`src/vdf_defines.vh`:
```
// Constants of the vibration diagnostic and filter block.
`ifndef VDF_DEFINES_VH
`define VDF_DEFINES_VH
// ======================================================================
// Register addresses, byte granular, low byte at the even address.
`define VDF_A_OFS_X 7'h02
`define VDF_A_OFS_Y 7'h04
`define VDF_A_OFS_Z 7'h06
`define VDF_A_CAPT 7'h1c
`define VDF_A_MISC 7'h34
`define VDF_A_AVG 7'h38
`define VDF_A_FLASH 7'h3a
`define VDF_A_DIAG 7'h3c
`define VDF_A_GCMD 7'h3e
`define VDF_A_LOT1 7'h52
`define VDF_A_LOT2 7'h54
`define VDF_A_PROD 7'h56
`define VDF_A_SER 7'h58
// ======================================================================
// Field positions and reset values.
`define VDF_CMD_AUTONULL 0
`define VDF_CMD_SELFTEST 2
`define VDF_CMD_CLRDIAG 4
`define VDF_CMD_FLASHTEST 5
`define VDF_CMD_CAPTURE 11
`define VDF_CAPT_BP 7
`define VDF_MISC_ST 8
`define VDF_RST16 16'h0000
`define VDF_AVG_MAX 4'ha
`define VDF_CAP_LEN 11'h400
`define VDF_AN_LAST 16'hffff
`define VDF_ST_SHIFT 16'h0040
// ======================================================================
// Timing.
`define VDF_CLK_HZ 100000000
`define VDF_BASE_RATE_HZ 72900
`define VDF_TICK_CYC (`VDF_CLK_HZ / `VDF_BASE_RATE_HZ)
`define VDF_SELFTEST_MS 33
// Self-test window of 33 ms at the 100 MHz clock, sized to fit its counter.
`define VDF_SELFTEST_CYC 22'h325aa0
`endif

```
`src/vdf_skid.v`:
```
// Two-entry buffer between the filters and the sample output.
`timescale 1ns/100ps
module vdf_skid (
  input wire clk,
  input wire arst_n,
  input wire in_valid,
  output wire in_ready,
  input wire [47:0] in_data,
  output reg out_valid,
  input wire out_ready,
  output reg [47:0] out_data
);
  reg spare_valid;
  reg [47:0] spare_data;
  wire push = in_valid & ~spare_valid;
  assign in_ready = ~spare_valid;
  // ====================================================================
  // Head register drives the port; the spare slot absorbs a stall.
  always @(posedge clk or negedge arst_n) begin
    if (!arst_n) begin
      out_valid <= 1'b0;
      out_data <= 48'h000000000000;
      spare_valid <= 1'b0;
      spare_data <= 48'h000000000000;
    end else if (~out_valid | out_ready) begin
      if (spare_valid) begin
        out_data <= spare_data;
        out_valid <= 1'b1;
        spare_valid <= 1'b0;
      end else begin
        out_data <= in_data;
        out_valid <= push;
      end
    end else if (push) begin
      spare_data <= in_data;
      spare_valid <= 1'b1;
    end
  end
endmodule

```
`src/vdf_axis.v`:
```
// One axis of averaging decimator and optional band-pass stage.
`timescale 1ns/100ps
module vdf_axis (
  input wire clk,
  input wire arst_n,
  input wire in_valid,
  input wire [15:0] in_data,
  input wire [3:0] avg_d,
  input wire bp_en,
  output reg out_valid,
  output reg [15:0] out_data
);
  reg [25:0] acc;
  reg [9:0] cnt;
  reg [3:0] last_d;
  reg signed [17:0] lp1, lp2, hp1, hp2;
  wire [25:0] sum = acc + {{10{in_data[15]}}, in_data};
  wire [25:0] avg = $signed(sum) >>> avg_d;
  wire [9:0] last_cnt = (10'h001 << avg_d) - 10'h001;
  wire signed [17:0] avg18 = {avg[15], avg[15], avg[15:0]};
  wire signed [17:0] n_lp1 = lp1 + ((avg18 - lp1) >>> 2);
  wire signed [17:0] n_lp2 = lp2 + ((n_lp1 - lp2) >>> 2);
  wire signed [17:0] n_hp1 = hp1 + ((n_lp2 - hp1) >>> 4);
  wire signed [17:0] n_hp2 = hp2 + ((n_hp1 - hp2) >>> 4);
  wire signed [17:0] bp = n_lp2 - n_hp2;
  // ====================================================================
  // Coefficients are fixed per output sample, so both corners follow the rate.
  always @(posedge clk or negedge arst_n) begin
    if (!arst_n) begin
      acc <= 26'h0000000;
      cnt <= 10'h000;
      last_d <= 4'h0;
      lp1 <= 18'h00000;
      lp2 <= 18'h00000;
      hp1 <= 18'h00000;
      hp2 <= 18'h00000;
      out_valid <= 1'b0;
      out_data <= 16'h0000;
    end else begin
      last_d <= avg_d;
      out_valid <= 1'b0;
      if (avg_d != last_d) begin
        acc <= 26'h0000000;
        cnt <= 10'h000;
      end else if (in_valid) begin
        if (cnt == last_cnt) begin
          acc <= 26'h0000000;
          cnt <= 10'h000;
          out_valid <= 1'b1;
          lp1 <= n_lp1;
          lp2 <= n_lp2;
          hp1 <= n_hp1;
          hp2 <= n_hp2;
          out_data <= bp_en ? bp[15:0] : avg[15:0];
        end else begin
          acc <= sum;
          cnt <= cnt + 10'h001;
        end
      end
    end
  end
endmodule

```
`src/vdf_core.v`:
```
// Serial register port, status flags, commands and data path of the sensor.
`timescale 1ns/100ps
`include "vdf_defines.vh"
module vdf_core #(
  parameter [21:0] SELFTEST_CYC = `VDF_SELFTEST_CYC,
  parameter [15:0] LOT_IDENT_1_VAL = 16'h1111,
  parameter [15:0] LOT_IDENT_2_VAL = 16'h2222,
  parameter [15:0] PRODUCT_IDENT_VAL = 16'h0a5a,
  parameter [15:0] SERIAL_VAL = 16'h0001
) (
  input wire clk,
  input wire arst_n,
  input wire sclk,
  input wire cs_n,
  input wire mosi,
  output reg miso,
  input wire [15:0] raw_x,
  input wire [15:0] raw_y,
  input wire [15:0] raw_z,
  input wire [15:0] system_data,
  input wire event_mode,
  input wire [15:0] x_alarm_threshold,
  input wire [15:0] y_alarm_threshold,
  input wire [15:0] z_alarm_threshold,
  input wire [15:0] system_alarm_threshold,
  input wire supply_high,
  input wire supply_low,
  input wire selftest_fault,
  output reg selftest_stim,
  output reg flash_check_req,
  input wire flash_check_done,
  input wire flash_check_bad,
  output reg flash_write_req,
  input wire flash_write_done,
  input wire flash_write_bad,
  output reg capture_busy,
  output wire [15:0] out_x,
  output wire [15:0] out_y,
  output wire [15:0] out_z,
  output wire out_valid,
  input wire out_ready
);
  // ====================================================================
  // Byte write into a 16-bit register.
  function [15:0] wr16;
    input [15:0] old;
    input hi;
    input [7:0] b;
    begin
      wr16 = hi ? {b, old[7:0]} : {old[15:8], b};
    end
  endfunction

  reg [15:0] offset_corr_x, offset_corr_y, offset_corr_z;
  reg [15:0] capture_control, misc_control, averaging_count;
  reg [15:0] diagnostic_status, flash_write_count;
  reg sclk_s1, sclk_s2, sclk_s3, cs_s1, cs_s2, cs_s3, mosi_s1, mosi_s2;
  reg sup_hi_s1, sup_hi_s2, sup_lo_s1, sup_lo_s2;
  reg [3:0] bit_cnt;
  reg [15:0] rx, tx, rd_data, rd_mux;
  reg [10:0] tick_cnt;
  reg cap_on;
  reg [10:0] cap_cnt;
  reg st_run, ft_run, an_run;
  reg [21:0] st_cnt;
  reg [15:0] an_cnt;
  reg [31:0] an_sx, an_sy, an_sz;
  reg [15:0] next_diag;
  localparam [31:0] TICK_RELOAD = `VDF_TICK_CYC - 1;

  wire sclk_rise = sclk_s2 & ~sclk_s3;
  wire sclk_fall = ~sclk_s2 & sclk_s3;
  wire frame_start = ~cs_s2 & cs_s3;
  wire frame_end = cs_s2 & ~cs_s3;
  wire word_done = sclk_rise & ~cs_s2 & (bit_cnt == 4'hf);
  wire [15:0] word = {rx[14:0], mosi_s2};
  wire wr_en = word_done & word[15];
  wire [6:0] wr_addr = {word[14:9], 1'b0};
  wire wr_hi = word[8];
  wire [15:0] cmd = (wr_en && wr_addr == `VDF_A_GCMD) ? wr16(16'h0000, wr_hi, word[7:0]) : 16'h0000;
  wire tick = (tick_cnt == 11'h000);
  wire [3:0] avg_d = (averaging_count[3:0] > `VDF_AVG_MAX) ? `VDF_AVG_MAX : averaging_count[3:0];
  wire [15:0] st_add = selftest_stim ? `VDF_ST_SHIFT : 16'h0000;
  wire [15:0] cx = raw_x + offset_corr_x + st_add;
  wire [15:0] cy = raw_y + offset_corr_y + st_add;
  wire [15:0] cz = raw_z + offset_corr_z + st_add;
  wire [47:0] corr_bus = {cz, cy, cx};
  wire [2:0] fv;
  wire [47:0] fbus;
  wire buf_ready;
  wire [2:0] trig_hit = {$signed(raw_z) > $signed(z_alarm_threshold), $signed(raw_y) > $signed(y_alarm_threshold),
    $signed(raw_x) > $signed(x_alarm_threshold)};
  wire ev_start = event_mode & ~cap_on & tick & (|trig_hit);
  wire man_start = cmd[`VDF_CMD_CAPTURE] & ~cap_on;
  wire cap_start = man_start | ev_start;
  wire cap_last = cap_on & fv[0] & buf_ready & (cap_cnt == `VDF_CAP_LEN - 11'h001);
  wire an_last = an_run & tick & (an_cnt == `VDF_AN_LAST);
  wire [31:0] an_nx = an_sx + {{16{raw_x[15]}}, raw_x};
  wire [31:0] an_ny = an_sy + {{16{raw_y[15]}}, raw_y};
  wire [31:0] an_nz = an_sz + {{16{raw_z[15]}}, raw_z};

  // ====================================================================
  // Per-axis filters and output buffer; samples are only taken while the
  // buffer has room, so a stalled reader slows intake instead of losing words.
  genvar g;
  generate
    for (g = 0; g < 3; g = g + 1) begin : axis
      vdf_axis u_axis (
        .clk(clk),
        .arst_n(arst_n),
        .in_valid(tick & buf_ready),
        .in_data(corr_bus[16*g+15:16*g]),
        .avg_d(avg_d),
        .bp_en(capture_control[`VDF_CAPT_BP]),
        .out_valid(fv[g]),
        .out_data(fbus[16*g+15:16*g])
      );
    end
  endgenerate

  vdf_skid u_skid (
    .clk(clk),
    .arst_n(arst_n),
    .in_valid(fv[0]),
    .in_ready(buf_ready),
    .in_data(fbus),
    .out_valid(out_valid),
    .out_ready(out_ready),
    .out_data({out_z, out_y, out_x})
  );

  // ====================================================================
  // Pin synchronisers and serial shift logic.
  always @(posedge clk or negedge arst_n) begin
    if (!arst_n) begin
      sclk_s1 <= 1'b1;
      sclk_s2 <= 1'b1;
      sclk_s3 <= 1'b1;
      cs_s1 <= 1'b1;
      cs_s2 <= 1'b1;
      cs_s3 <= 1'b1;
      mosi_s1 <= 1'b0;
      mosi_s2 <= 1'b0;
      sup_hi_s1 <= 1'b0;
      sup_hi_s2 <= 1'b0;
      sup_lo_s1 <= 1'b0;
      sup_lo_s2 <= 1'b0;
      bit_cnt <= 4'h0;
      rx <= 16'h0000;
      tx <= 16'h0000;
      rd_data <= 16'h0000;
      miso <= 1'b0;
    end else begin
      sclk_s1 <= sclk;
      sclk_s2 <= sclk_s1;
      sclk_s3 <= sclk_s2;
      cs_s1 <= cs_n;
      cs_s2 <= cs_s1;
      cs_s3 <= cs_s2;
      mosi_s1 <= mosi;
      mosi_s2 <= mosi_s1;
      sup_hi_s1 <= supply_high;
      sup_hi_s2 <= sup_hi_s1;
      sup_lo_s1 <= supply_low;
      sup_lo_s2 <= sup_lo_s1;
      if (frame_start) begin
        bit_cnt <= 4'h0;
        miso <= rd_data[15];
        // The first falling edge presents bit 15 again, since mode 3 launches data there.
        tx <= rd_data;
      end else if (sclk_fall && !cs_s2) begin
        miso <= tx[15];
        tx <= {tx[14:0], 1'b0};
      end
      if (sclk_rise && !cs_s2) begin
        rx <= word;
        bit_cnt <= bit_cnt + 4'h1;
      end
      if (word_done && !word[15]) begin
        rd_data <= rd_mux;
      end
    end
  end

  // ====================================================================
  // Read decode; a read only samples, it never clears a flag.
  always @* begin
    case ({word[14:9], 1'b0})
      `VDF_A_OFS_X: rd_mux = offset_corr_x;
      `VDF_A_OFS_Y: rd_mux = offset_corr_y;
      `VDF_A_OFS_Z: rd_mux = offset_corr_z;
      `VDF_A_CAPT: rd_mux = capture_control;
      `VDF_A_MISC: rd_mux = misc_control;
      `VDF_A_AVG: rd_mux = averaging_count;
      `VDF_A_FLASH: rd_mux = flash_write_count;
      `VDF_A_DIAG: rd_mux = diagnostic_status;
      `VDF_A_LOT1: rd_mux = LOT_IDENT_1_VAL;
      `VDF_A_LOT2: rd_mux = LOT_IDENT_2_VAL;
      `VDF_A_PROD: rd_mux = PRODUCT_IDENT_VAL;
      `VDF_A_SER: rd_mux = SERIAL_VAL;
      default: rd_mux = 16'h0000;
    endcase
  end

  // ====================================================================
  // Sticky status: a set in the same cycle as a clear wins.
  always @* begin
    next_diag = (cmd[`VDF_CMD_CLRDIAG] | cap_start) ? 16'h0000 : diagnostic_status;
    if (ev_start)
      next_diag[14:12] = next_diag[14:12] | trig_hit;
    if (cap_on && fv[0] && buf_ready) begin
      next_diag[8] = next_diag[8] | ($signed(fbus[15:0]) > $signed(x_alarm_threshold));
      next_diag[9] = next_diag[9] | ($signed(fbus[31:16]) > $signed(y_alarm_threshold));
      next_diag[10] = next_diag[10] | ($signed(fbus[47:32]) > $signed(z_alarm_threshold));
    end
    if (cap_on && tick)
      next_diag[11] = next_diag[11] | ($signed(system_data) > $signed(system_alarm_threshold));
    if (cap_last)
      next_diag[7] = 1'b1;
    if (ft_run && flash_check_done)
      next_diag[6] = next_diag[6] | flash_check_bad;
    if (st_run && st_cnt == SELFTEST_CYC - 22'h000001)
      next_diag[5] = next_diag[5] | selftest_fault;
    if (frame_start && cap_on)
      next_diag[4] = 1'b1;
    if (frame_end && bit_cnt != 4'h0)
      next_diag[3] = 1'b1;
    if (flash_write_done)
      next_diag[2] = next_diag[2] | flash_write_bad;
    next_diag[1] = next_diag[1] | sup_hi_s2;
    next_diag[0] = next_diag[0] | sup_lo_s2;
    next_diag[15] = 1'b0;
  end

  // ====================================================================
  // Registers, commands, capture, self-test, flash and autonull.
  always @(posedge clk or negedge arst_n) begin
    if (!arst_n) begin
      offset_corr_x <= `VDF_RST16;
      offset_corr_y <= `VDF_RST16;
      offset_corr_z <= `VDF_RST16;
      capture_control <= `VDF_RST16;
      misc_control <= `VDF_RST16;
      averaging_count <= `VDF_RST16;
      diagnostic_status <= `VDF_RST16;
      flash_write_count <= `VDF_RST16;
      tick_cnt <= 11'h000;
      cap_on <= 1'b0;
      cap_cnt <= 11'h000;
      capture_busy <= 1'b0;
      st_run <= 1'b0;
      st_cnt <= 22'h000000;
      selftest_stim <= 1'b0;
      ft_run <= 1'b0;
      flash_check_req <= 1'b0;
      flash_write_req <= 1'b0;
      an_run <= 1'b0;
      an_cnt <= 16'h0000;
      an_sx <= 32'h00000000;
      an_sy <= 32'h00000000;
      an_sz <= 32'h00000000;
    end else begin
      diagnostic_status <= next_diag;
      tick_cnt <= tick ? TICK_RELOAD[10:0] : tick_cnt - 11'h001;
      flash_check_req <= 1'b0;
      flash_write_req <= 1'b0;
      if (wr_en) begin
        case (wr_addr)
          `VDF_A_OFS_X: offset_corr_x <= wr16(offset_corr_x, wr_hi, word[7:0]);
          `VDF_A_OFS_Y: offset_corr_y <= wr16(offset_corr_y, wr_hi, word[7:0]);
          `VDF_A_OFS_Z: offset_corr_z <= wr16(offset_corr_z, wr_hi, word[7:0]);
          `VDF_A_CAPT: capture_control <= wr16(capture_control, wr_hi, word[7:0]);
          `VDF_A_MISC: misc_control <= wr16(misc_control, wr_hi, word[7:0]);
          `VDF_A_AVG: averaging_count <= wr16(averaging_count, wr_hi, word[7:0]);
          default: ;
        endcase
      end
      if (flash_write_done)
        flash_write_count <= flash_write_count + 16'h0001;
      // Capture: 1024 buffered samples end it, a second start command stops it.
      if (cap_start) begin
        cap_on <= 1'b1;
        cap_cnt <= 11'h000;
      end else if (cap_last || (cmd[`VDF_CMD_CAPTURE] && cap_on)) begin
        cap_on <= 1'b0;
      end else if (cap_on && fv[0] && buf_ready) begin
        cap_cnt <= cap_cnt + 11'h001;
      end
      capture_busy <= cap_on | st_run | ft_run | an_run;
      selftest_stim <= misc_control[`VDF_MISC_ST] | st_run;
      if (cmd[`VDF_CMD_SELFTEST] && !st_run) begin
        st_run <= 1'b1;
        st_cnt <= 22'h000000;
      end else if (st_run) begin
        st_cnt <= st_cnt + 22'h000001;
        if (st_cnt == SELFTEST_CYC - 22'h000001)
          st_run <= 1'b0;
      end
      if (cmd[`VDF_CMD_FLASHTEST] && !ft_run) begin
        ft_run <= 1'b1;
        flash_check_req <= 1'b1;
      end else if (flash_check_done) begin
        ft_run <= 1'b0;
      end
      // Autonull sums raw samples, so the old correction does not bias it.
      if (cmd[`VDF_CMD_AUTONULL] && !an_run) begin
        an_run <= 1'b1;
        an_cnt <= 16'h0000;
        an_sx <= 32'h00000000;
        an_sy <= 32'h00000000;
        an_sz <= 32'h00000000;
      end else if (an_last) begin
        an_run <= 1'b0;
        offset_corr_x <= 16'h0000 - an_nx[31:16];
        offset_corr_y <= 16'h0000 - an_ny[31:16];
        offset_corr_z <= 16'h0000 - an_nz[31:16];
        flash_write_req <= 1'b1;
      end else if (an_run && tick) begin
        an_cnt <= an_cnt + 16'h0001;
        an_sx <= an_nx;
        an_sy <= an_ny;
        an_sz <= an_nz;
      end
    end
  end
endmodule

```
`config.mk`:
```
export PLATFORM = sky130hd
export DESIGN_NAME = vdf_core
export DESIGN_NICKNAME = d
export VERILOG_FILES = /design/src/vdf_skid.v /design/src/vdf_axis.v /design/src/vdf_core.v
export VERILOG_INCLUDE_DIRS = /design/src
export SDC_FILE = /design/constraint.sdc
export NUM_CORES = 2
export LEC_CHECK = 0
export ABC_CLOCK_PERIOD_IN_PS = 18350
export BUFFER_PORTS_ARGS = -buffer_cell sky130_fd_sc_hd__buf_2
export CAP_MARGIN = 20
export CORE_ASPECT_RATIO = 1.1
export CORE_MARGIN = 3
export CORE_UTILIZATION = 30
export CTS_CLUSTER_DIAMETER = 30
export DETAILED_ROUTE_END_ITERATION = 8
export GPL_TIMING_DRIVEN = 0
export PLACE_DENSITY = 0.54
export SYNTH_ARGS = -nofsm -noshare
export SYNTH_HDL_FRONTEND = slang
export SYNTH_SLANG_ARGS = --single-unit
```
`constraint.sdc`:
```
create_clock -name clk -period 18.35 [get_ports clk]
set_clock_uncertainty 0.1 [all_clocks]
set_input_delay 1.835 -clock clk [delete_from_list [all_inputs] [get_ports clk]]
set_output_delay 1.835 -clock clk [all_outputs]
set_load 0.02 [all_outputs]
```
==> results.txt <==
----------------------------------------------------
[Synthesis]
  Net count of the mapped netlist ... 8894
  Sequential element share of the synthesized area ... 30.58%
  Dominant cell type by area after synthesis ... dfrtp_1
  Total of warnings raised by yosys ... 0
  Synth cell types ... 106
  Biggest area contributors in the synthesized netlist ... dfrtp_1 30%, ha_1 15%, o21ai_0 5.6%
  Leading register cell type out of synthesis ... dfrtp_1
  Area share of the largest cell type after synthesis ... 30.35%
  Fraction of registers with async set/reset ... 100.0%
  Synthesis-stage register bit count ... 830
  Synth Cell Area ... 67950 um^2
  Number of enable-type register cells in the synthesized netlist ... 0
  Average cell area after synthesis ... 8.610 um^2
  Post-Synthesis Cells ... 7892

[Detailed routing]
  Vias ... 61027
  Post-route DRC violation count ... 0
  Routed vias/inst ... 5.269
  Mean routed wirelength per cell ... 21.05 um
  Pre-antenna DRT Iters ... 6
  Post-detailed-route count of antenna-violating nets ... 0
  Final wirelength ... 243.8 mm
  Initial detailed-routing violation count ... 4448

[Critical path]
  Biggest fanout along the worst timing path ... 7
  Cells on worst reg2reg path ... 67
  Arrival @ worst endpoint ... 18300 ps
  Delay contributed by the slowest stage of the critical path ... 460 ps
  Slowest library cell on the worst path ... fa_1
  Minimum setup slack among reg-to-reg paths ... 1190 ps
  Cell repeated most along the worst path ... ha_1
  Data required, critical path ... 19070 ps
  Origin of the critical flop-to-flop path ... averaging_count[3]
  CP Capture Type ... register
  Critical path start-end classification ... input pin to register
  Critical R2R Capture ... axis[0].u_axis.out_data[15]
  Startpoint types ... input pin

[STA]
  Final hold violation count ... 0
  Number of setup violations in the final report ... 0
  Minimum clock period after layout ... 17570 ps
  Post-route fraction of the period consumed by the critical path ... 95.77%
  Worst slew margin relative to its limit ... 20.59%
  Post-route worst hold slack ... 240.1 ps
  Transition time at the pin with the least slew margin ... 1179 ps
  Highest clock rate ... 56.90 MHz
  Final count of pins violating max slew ... 0

[Clocking]
  Clock tree buffer depth ... 4
  Clock H-tree levels ... 5
  Clock tree from TritonCTS ... built
  Clock Pin Slew Worst Setup and Hold Paths ... 40 ps
  Worst-Skew Late Latency ... 910 ps
  Number of sinks handled by clock tree synthesis ... 830
  Clock tree root buffer cell ... clkbuf_16
  Total CTS buffers ... 284

[Global routing]
  Initial antenna violation count ... 27
  Global-route wire length before repair ... 366.6 mm
  Congestion Overflow GR ... 0
  Pin count of the biggest net entering global routing ... 122
  Number of global-route vias before repair ... 60738
  GRT Resource Usage Total ... 20.41%

[Status]
  Run status ... finished clean

[Finish]
  Fill cell count ... 22556
  Final cell utilization of the core ... 37.44%
  Proportion of layout cells with a drive suffix above 1 ... 13.58%
  Area growth from synthesis to final layout ... 23.58%
  Layout net count ... 9435
  Number of non-filler instances in the completed layout ... 11582

[Floorplanning]
  Die Footprint ... 232300 um^2
  Number of I/O pins ... 196
  Area of the core ... 224300 um^2
  DIE WIDTH ... 459.8 um
  Die height ... 505.2 um
  Number of core rows ... 182
  Initial Utilization ... 30.29%

[Placed design]
  Placer congestion estimate ... 0.9602
  Detailed-placement wirelength estimate ... 191.8 mm
  Input/output buffers ... 195
  DP Cell Count ... 11049

[Hold path]
  Worst hold start ... cs_s1
  Tightest Hold Check Type ... register to register
  Cell depth of the worst hold path ... 0
  Hold Crit Endpoint ... cs_s2

[Job]
  Number of maximum-capacitance constraint violations ... 0

----------------------------------------------------
[through the flow]
stage	cell area, um^2	TNS [ps]	setup slack, ps
final	83970	0	775.9
after global routing	83960	-226.8	-119.3
after CTS	82760	-62.34	-62.34
after detailed placement	72970	-37400	-2114
after global placement	72610	-3606130	-4588
after floorplan	67950	0	1288
[synthesized netlist by cell type (all sizes together) (34+ instances only)]
| master | count |
|---|---|
| o21a | 105 |
| a21o | 176 |
| nor3 | 168 |
| nor2 | 570 |
| a211oi | 59 |
| a21oi | 499 |
| nand4 | 52 |
| xnor2 | 403 |
| buf | 46 |
| or3 | 47 |
| inv | 571 |
| ha | 833 |
| dfrtp | 824 |
| a31oi | 36 |
| mux2 | 205 |
| xor2 | 211 |
| mux2i | 157 |
| nand3 | 226 |
| nand2 | 770 |
| o211ai | 34 |
| and3 | 75 |
| nor2b | 112 |
| a21boi | 63 |
| clkbuf | 217 |
| a22o | 53 |
| o21ai | 778 |
| nand2b | 102 |
| o21bai | 68 |
[logic make-up after synthesis]
logic type | after synthesis | share of synthesized area, %
muxes | 363 | 5.743
and+or+nand+nor | 2266 | 15.40
buffers and inverters | 834 | 4.611
DFF | 830 | 30.58
adders and majority gates | 860 | 16.13
AOI/OAI and AO/OA | 2118 | 19.34
xor gates and xnor gates | 621 | 8.187
[layer usage]
layer  vias up  routed length, um  part of all wire (%)  GRT usage (%)
li1      29180                  -                     -              -
met1     29473             101100                    41          24.87
met2      1727             115000                    47          34.39
met3       645              13090                   5.4          3.306
met4         2              14570                   6.0          10.84
met5         -                 17                0.0070              0
[worst max-delay path, delay by kind of cell]
family / cells / cell delay [ps]
AO/OA/AOI/OAI: 35 / 6480
buffers and inverters: 5 / 630
adder cells (fa/ha/maj): 13 / 4180
AND/OR/NAND/NOR: 20 / 2410
XOR/XNOR: 15 / 2690
[flip-flops by register name, summed over array words and instances, names as in the netlist, 16 cells and up]
signal,flops
offset_corr_z,16
an_cnt,16
flash_write_count,16
axis.u_axis.acc,78
axis.u_axis.cnt,30
offset_corr_y,16
axis.u_axis.hp2,54
u_skid.spare_data,48
an_sx,32
rd_data,16
an_sy,32
axis.u_axis.hp1,54
st_cnt,22
u_skid.out_data,48
misc_control,16
capture_control,16
tx,16
averaging_count,16
offset_corr_x,16
an_sz,32
axis.u_axis.lp1,54
axis.u_axis.lp2,54
axis.u_axis.out_data,48
[worst max path at each step]
stage | from | endpoint | slack, ps | cells after the start
2_1_floorplan | raw_x[2] | axis[0].u_axis.out_data[15] | 1290 | 79
3_3_place_gp | arst_n | axis[2].u_axis.hp1[16] | -4590 | 1
3_5_place_dp | raw_x[2] | axis[0].u_axis.out_data[15] | -2110 | 77
4_1_cts | raw_x[2] | axis[0].u_axis.out_data[15] | -60 | 83
5_1_grt | raw_y[1] | axis[1].u_axis.out_data[15] | -120 | 91
6_report | raw_y[1] | axis[1].u_axis.out_data[15] | 780 | 88
[cell type report]
cell class,count,area (um^2),area share [%]
Sequential cell,830,20780,24.74
Buffer,261,985.9,1.174
Clock inverter,99,1369,1.630
Multi-Input combinational cell,6228,45210,53.84
Antenna cell,5,12.51,0.01490
Tap cell,2944,3684,4.387
Timing Repair Buffer,257,1628,1.938
Inverter,571,2150,2.560
Clock buffer,387,8154,9.710
[cell usage in the layout, fill, tap and decap left out, types with 55 or more instances in the layout]
master | synthesis | final
nand2_1 | 770 | 769
mux2_2 | 205 | 205
nor2b_1 | 112 | 112
a21o_1 | 176 | 176
clkbuf_1 | 217 | 258
xor2_1 | 211 | 193
a211oi_1 | 59 | 55
a21oi_1 | 498 | 457
a21boi_0 | 59 | 56
nor2_1 | 569 | 564
mux2i_1 | 157 | 153
clkbuf_16 | 0 | 292
inv_1 | 570 | 567
nor3_1 | 167 | 161
o21ai_0 | 759 | 737
and3_1 | 74 | 74
o21bai_1 | 68 | 67
o21a_1 | 105 | 105
nand2b_1 | 102 | 102
xnor2_1 | 400 | 360
ha_1 | 833 | 818
buf_2 | 2 | 197
nand3_1 | 226 | 226
dfrtp_1 | 824 | 824
[timing repair]
action,CTS,global route
cloned,0,0
setup endpoints to repair,21,30
pin swaps,3,52
buffers inserted,6,38
resized for setup,41,182
hold buffers,0,0
Power is left out: the tool's default activity adds up to more than one toggle a clock period on the data nets, which glitch-free logic cannot reach.
